File: src/core/rlp_cfg.svh
// constants for the raise/lower ramp potentiometer
// assumes a 100 MHz system clock and hundredths-of-percent values
`ifndef RLP_CFG_SVH
`define RLP_CFG_SVH
`define RLP_VAL_W        16
`define RLP_TIME_W       13
`define RLP_PCT_MAX      16'sd30000
`define RLP_PCT_MIN      -16'sd30000
`define RLP_PRELOAD_RST  16'sd0
`define RLP_FLOOR_RST    -16'sd10000
`define RLP_CEIL_RST     16'sd10000
`define RLP_TIME_RST     13'd100
`define RLP_TIME_MIN     13'd1
`define RLP_TIME_MAX     13'd6000
`define RLP_FULL_SCALE   16'd10000
`define RLP_CLK_MHZ      100
`define RLP_TENTH_S_NS   100000000
`define RLP_CLK_NS       10
`endif

File: src/core/rlp_pkg.sv
// types for the raise/lower ramp potentiometer
// assumes nothing beyond the cfg header
package rlp_pkg;
  typedef logic signed [15:0] rlp_val_t;
  typedef enum logic [1:0]
  {
    RLP_HOLD  = 2'b00,
    RLP_UP    = 2'b01,
    RLP_DOWN  = 2'b10,
    RLP_LOAD  = 2'b11
  } rlp_mode_e;
endpackage : rlp_pkg

File: src/core/rlp_tick.sv
// step tick generator: one pulse per hundredth-percent step
// assumes slew time in tenths of a second, held steady while used
`timescale 1ns/1ps
`include "rlp_cfg.svh"
module rlp_tick #(
  parameter int TENTH_CYC = `RLP_TENTH_S_NS / `RLP_CLK_NS / `RLP_FULL_SCALE
)
(
  input  wire logic                     sys_clk,
  input  wire logic                     rst_n,
  input  wire logic                     run,
  input  wire logic [`RLP_TIME_W-1:0]   slew_time,
  output logic                          tick
);
  if (TENTH_CYC < 1 || TENTH_CYC > 700000)
  begin : g_bad_tenth
    $error("rlp_tick: TENTH_CYC out of range");
  end

  localparam int CW = 32;
  logic [CW-1:0] cnt_q;
  logic [CW-1:0] cnt_d;
  logic [CW-1:0] limit;

  // cycles per step = time * tenth-second cycles / full-scale steps
  always_comb
  begin
    limit = CW'(TENTH_CYC) * CW'(slew_time);
    if (limit == '0)
    begin
      limit = CW'(1);
    end
    cnt_d = cnt_q;
    tick  = 1'b0;
    if (!run)
    begin
      cnt_d = '0;
    end
    else if (cnt_q + CW'(1) >= limit)
    begin
      cnt_d = '0;
      tick  = 1'b1;
    end
    else
    begin
      cnt_d = cnt_q + CW'(1);
    end
  end

  always_ff @(posedge sys_clk)
  begin
    if (!rst_n)
    begin
      cnt_q <= '0;
    end
    else
    begin
      cnt_q <= cnt_d;
    end
  end
endmodule : rlp_tick

File: src/core/rlp_core.sv
// raise/lower ramp potentiometer: slews a signed percent output
// assumes all inputs synchronous to sys_clk; values in 0.01 percent
// Functional notes
// - preload request and power-up load the clamped preload level into the output
// - output is not retained; every reset restarts from the preload level
// - up slew time applies when the output moves away from zero
// - down slew time applies when the output moves towards zero
// - up request alone raises output at rate, never above ceiling
// - down request alone lowers output at rate, never below floor
// - with no request the output holds its last value
// - both requests together hold the output
// - floor above ceiling forces the output to zero
// - floor is an immediate clamp; limits span plus minus 300.00 percent
// - preload level defaults to 0.00 percent
`timescale 1ns/1ps
`include "rlp_cfg.svh"
module rlp_core #(
  parameter int TENTH_CYC = `RLP_TENTH_S_NS / `RLP_CLK_NS / `RLP_FULL_SCALE
)
(
  input  wire logic                     sys_clk,
  input  wire logic                     rst_n,
  input  wire logic                     up_req,
  input  wire logic                     down_req,
  input  wire logic                     preload_req,
  input  wire logic signed [15:0]       preload_level,
  input  wire logic signed [15:0]       floor_clamp,
  input  wire logic signed [15:0]       ceil_clamp,
  input  wire logic [`RLP_TIME_W-1:0]   up_slew_time,
  input  wire logic [`RLP_TIME_W-1:0]   down_slew_time,
  output logic signed [15:0]            pot_out,
  output logic                          ramping
);
  if (TENTH_CYC < 1 || TENTH_CYC > 700000)
  begin : g_bad_tenth
    $error("rlp_core: TENTH_CYC out of range");
  end

  ////////////////////////////////////////////////////////////////////////////
  // limit conditioning
  rlp_pkg::rlp_val_t    flo;
  rlp_pkg::rlp_val_t    cei;
  rlp_pkg::rlp_val_t    pre;
  rlp_pkg::rlp_val_t    pre_cl;
  logic                 inverted;

  function automatic rlp_pkg::rlp_val_t sat(input rlp_pkg::rlp_val_t v);
    if (v > `RLP_PCT_MAX)
    begin
      return `RLP_PCT_MAX;
    end
    else if (v < `RLP_PCT_MIN)
    begin
      return `RLP_PCT_MIN;
    end
    return v;
  endfunction : sat

  always_comb
  begin
    flo      = sat(floor_clamp);
    cei      = sat(ceil_clamp);
    pre      = sat(preload_level);
    inverted = flo > cei;
    pre_cl   = pre;
    if (pre_cl > cei)
    begin
      pre_cl = cei;
    end
    if (pre_cl < flo)
    begin
      pre_cl = flo;
    end
  end

  ////////////////////////////////////////////////////////////////////////////
  // mode and slew selection
  rlp_pkg::rlp_mode_e   mode;
  logic                 away;
  logic [`RLP_TIME_W-1:0] sel_time;
  logic [`RLP_TIME_W-1:0] sel_clip;
  logic                 tick;
  logic                 run;
  logic                 init_q;
  logic                 init_d;

  always_comb
  begin
    if (preload_req || init_q)
    begin
      mode = rlp_pkg::RLP_LOAD;
    end
    else if (up_req && !down_req)
    begin
      mode = rlp_pkg::RLP_UP;
    end
    else if (down_req && !up_req)
    begin
      mode = rlp_pkg::RLP_DOWN;
    end
    else
    begin
      mode = rlp_pkg::RLP_HOLD;
    end
    // moving away from zero: up from non-negative or down from non-positive
    away = (mode == rlp_pkg::RLP_UP) ? (pot_out >= 0) : (pot_out <= 0);
    sel_time = away ? up_slew_time : down_slew_time;
    sel_clip = sel_time;
    if (sel_clip < `RLP_TIME_MIN)
    begin
      sel_clip = `RLP_TIME_MIN;
    end
    if (sel_clip > `RLP_TIME_MAX)
    begin
      sel_clip = `RLP_TIME_MAX;
    end
    run = !inverted && ((mode == rlp_pkg::RLP_UP && pot_out < cei)
                     || (mode == rlp_pkg::RLP_DOWN && pot_out > flo));
  end

  rlp_tick #(
    .TENTH_CYC (TENTH_CYC)
  ) u_tick (
    .sys_clk   (sys_clk),
    .rst_n     (rst_n),
    .run       (run),
    .slew_time (sel_clip),
    .tick      (tick)
  );

  ////////////////////////////////////////////////////////////////////////////
  // output register
  rlp_pkg::rlp_val_t    out_d;
  logic                 ramping_d;

  always_comb
  begin
    out_d     = pot_out;
    init_d    = 1'b0;
    ramping_d = 1'b0;
    if (inverted)
    begin
      out_d = '0;
    end
    else
    begin
      unique case (mode)
        rlp_pkg::RLP_LOAD:
        begin
          out_d = pre_cl;
        end
        rlp_pkg::RLP_UP:
        begin
          ramping_d = run;
          if (tick)
          begin
            out_d = pot_out + 16'sd1;
          end
        end
        rlp_pkg::RLP_DOWN:
        begin
          ramping_d = run;
          if (tick)
          begin
            out_d = pot_out - 16'sd1;
          end
        end
        rlp_pkg::RLP_HOLD:
        begin
          out_d = pot_out;
        end
      endcase
      if (out_d > cei)
      begin
        out_d = cei;
      end
      if (out_d < flo)
      begin
        out_d = flo;
      end
    end
  end

  always_ff @(posedge sys_clk)
  begin
    if (!rst_n)
    begin
      pot_out <= `RLP_PRELOAD_RST;
      init_q  <= 1'b1;
      ramping <= 1'b0;
    end
    else
    begin
      pot_out <= out_d;
      init_q  <= init_d;
      ramping <= ramping_d;
    end
  end
endmodule : rlp_core

File: config.mk
export PLATFORM = sky130hd
export DESIGN_NAME = rlp_core
export DESIGN_NICKNAME = d
export VERILOG_FILES = /design/src/core/rlp_pkg.sv /design/src/core/rlp_tick.sv /design/src/core/rlp_core.sv
export VERILOG_INCLUDE_DIRS = /design/src /design/src/core
export SDC_FILE = /design/constraint.sdc
export NUM_CORES = 1
export LEC_CHECK = 0
export ABC_AREA = 1
export CORE_MARGIN = 10
export CORE_UTILIZATION = 55
export CTS_BUF_LIST = sky130_fd_sc_hd__clkbuf_16
export CTS_CLUSTER_SIZE = 28
export DETAILED_ROUTE_END_ITERATION = 8
export DONT_BUFFER_PORTS = 1
export MAX_ROUTING_LAYER = met4
export PLACE_DENSITY_LB_ADDON = 0.12
export SETUP_SLACK_MARGIN = 0.5
export SLEW_MARGIN = 15
export SYNTH_ARGS = -nofsm -noshare
export SYNTH_HDL_FRONTEND = slang
export SYNTH_SLANG_ARGS = --single-unit
File: constraint.sdc
create_clock -name sys_clk -period 17.8 [get_ports sys_clk]
set_input_delay 0 -clock sys_clk [delete_from_list [all_inputs] [get_ports sys_clk]]
set_output_delay 0 -clock sys_clk [all_outputs]
set_load 0.05 [all_outputs]
==> out/qor.yml <==
setup_path:
  critPathMaxFanout: 31
  worstPathArrival_ns: 15.99
  worstPathRequired_ns: 18.04
  ff2ff_path_depth: 82
  end_kind: "register"
  cp_num_cells: 82
  cp_top_family: "compound AO/OA/AOI/OAI gates"
  crit_path_start_kind: "register"
  crit_slowest_cell: "fa_1"
  reg2reg_slack_ns: 2.05
  critical_path_class: "reg2reg"
  cp_num_buf_inv: 11
  cp_common_cell: "nand2_1"
  crit_path_max_incr_delay_ns: 0.53
synthesis:
  yosysMostFrequentCell: "nand2_1"
  synth_top_cell_by_area: "ha_1"
  synthCells: 1597
  syn_area_per_cell_um2: 6.50
  synth_edf_count: 0
  muxShareOfSynthArea_pct: 0.699
  synth-seq-area-share_pct: 9.64
  synth_top_family_by_area: "simple AND/OR/NAND/NOR gates"
  synth_compound_area_share_pct: 13.6
  synth_ff_type: "dfxtp_1"
  synth-xor-area-share_pct: 3.21
  synth_top_area_share_pct: 22.3
  ys_ff_latch: 50
  netlist_area_um2: 10400
  synthArstFlopShare_pct: 0
  ys_types: 58
  yosys.area_share.simple_pct: 30.5
  yosysWarnings: 0
  ys_top_cells_by_area: "ha_1 (22%), nand2_1 (11%), inv_1 (10%)"
  yosys-top-cells-count: "nand2_1 (306), inv_1 (288), ha_1 (185), nor2_1 (174), o21ai_0 (86)"
  synth_adder_area_share_pct: 30.2
drt:
  ant_nets: 0
  drt_iter0_drc: 766
  vias_per_cell: 5.63
  wl_per_cell_um: 16.1
  drc: 0
  vias: 10300
  firstDrtPassIters: 6
  wl_um: 29500
cells_and_area:
  area_growth_pct: 4.85
  fillers: 1885
  drive_gt1_share_pct: 4.25
  regArea_um2: 1000
  num_antenna_cells: 0
  nets: 1903
  multiInputGateArea_um2: 8180
  finish.utilization_pct: 58.4
global_route:
  grt_pass1_wl_um: 48200
  grt-ovfl-total: 0
  grt_max_degree: 32
  grtUsageTotal_pct: 24.4
  grt_pass1_vias: 9792
  grt_busiest_layer: "met2"
  antenna_found_initial: 0
  grt_util_met3_pct: 2.54
  use_met2_pct: 36.4
  use_met1_pct: 34.4
run_status:
  status: "finished clean"
min_path:
  hold_path.class: "in2reg"
  hold_depth: 4
sta:
  setup_violations: 0
  relSlewSlack_pct: 21.0
  fmax_mhz: 63.5
  final_hold_viol_count: 0
  period_share_pct: 88.5
  finalClockSkew_ns: 0.00844
  rsz0062_at_grt: "false"
  finalSetupTns_ns: 0
  timing.hold.ws_ns: 0.0154
  worst_pin_slew_ns: 1.17
  fin_crit_ns: 15.75
  final_max_slew_viol_count: 0
die:
  ios: 96
  dieArea_um2: 24800
  initial_core_util_pct: 55.7
  die-height_um: 157
  fp.dieW_um: 157
  num_rows: 50
  core_area_um2: 18600
clock_tree:
  cts_inserted_buffers: 5
  cts_tree: "done"
  h-tree-depth: 2
  clk_latency_ns: 0.30
  clockBufferDepth: 2
  cts.sinks: 50
  root_buffer: "clkbuf_16"
  path_clk_slew_ns: 0.08
place:
  place.gp.congestion: 1.00
  io_buffers: 0
  place_hpwl_um: 25200
job:
  maxCapViolCount: 0
## worst paths after layout
kind                              startpoint                          to
hold / removal                ceil_clamp[15]      pot_out[15]$_SDFF_PP0_
hold reg to reg   u_tick.cnt_q[0]$_SDFF_PP0_  u_tick.cnt_q[0]$_SDFF_PP0_
setup reg to reg              init_q$_DFF_P_       pot_out[6]$_SDFF_PP0_
setup / recovery              init_q$_DFF_P_       pot_out[6]$_SDFF_PP0_
## placed cells by master, fill, tap and decap left out, types with 3 or more instances in the layout
master | netlist | layout
nor2_1 | 174 | 174
clkinv_1 | 5 | 5
fa_1 | 41 | 41
buf_4 | 1 | 13
xnor2_1 | 11 | 11
a31oi_1 | 3 | 3
o21ai_1 | 4 | 4
nor3_1 | 46 | 46
nor4_1 | 11 | 11
a211oi_1 | 14 | 14
nor2_4 | 4 | 4
a21o_1 | 3 | 3
o21a_1 | 3 | 3
dlygate4sd3_1 | 0 | 5
o21bai_1 | 9 | 9
clkbuf_16 | 0 | 5
nand3_2 | 8 | 9
o211ai_1 | 18 | 18
nand2_2 | 10 | 10
inv_1 | 288 | 288
mux2i_1 | 5 | 5
o2111ai_1 | 9 | 9
inv_2 | 3 | 3
or2_2 | 4 | 4
ha_1 | 185 | 185
nand3_1 | 85 | 84
nand2_1 | 306 | 306
conb_1 | 1 | 9
a21oi_1 | 81 | 81
xor2_1 | 27 | 27
dfxtp_1 | 50 | 50
nand4_1 | 39 | 39
o21ai_0 | 86 | 86
## final cells by class
class	instances	share of cell area (%)
multi-input combinational	1227	75.1
clock inverter	3	0.264
sequential	50	9.20
tap	234	2.69
timing repair buffer	18	1.36
clock buffer	5	1.15
inverter	296	10.2
## what timing repair did
item / CTS / global route
hold buffers: 5 / 0
resized for setup: 0 / 3
buffers inserted: 0 / 0
hold endpoints to repair: 5 / 0
endpoints found under the setup margin: 0 / 16
## state kept, by name (all words and copies together), names as in the netlist
signal,count
init_q,1
pot_out,16
u_tick.cnt_q,32
ramping,1
## metrics by stage
| stage | worst slack (ns) | std cells | instance area, µm² |
|---|---|---|---|
| 2_1_floorplan | 4.00 | 1605 | 10400 |
| 3_3_place_gp | 1.65 | 1820 | 10700 |
| 3_5_place_dp | 1.21 | 1820 | 10700 |
| 4_1_cts | 1.18 | 1833 | 10900 |
| 5_1_grt | 0.551 | 1833 | 10900 |
| 6_report | 2.05 | 1833 | 10900 |
## kinds of logic after synthesis
group / count (synthesis)
xor gates and xnor gates: 38
other: 1
AOI/OAI and AO/OA: 241
buffers and inverters: 328
DFF: 50
adders and majority gates: 226
and+or+nand+nor: 706
muxes: 7
## per-layer routing
metal	vias up	share of wire (%)
li1	5250	-
met1	4686	48
met2	342	42
met3	49	7.9
met4	0	2.0
met5	-	0
## tightest hold or removal path, stage by stage
cell and delay [ns]:
o21ai_1 0.07, nand3_1 0.09, nand2_1 0.05, nor2_1 0.07
Power is left out: the tool's default activity adds up to more than one toggle a clock period on the data nets, which glitch-free logic cannot reach.
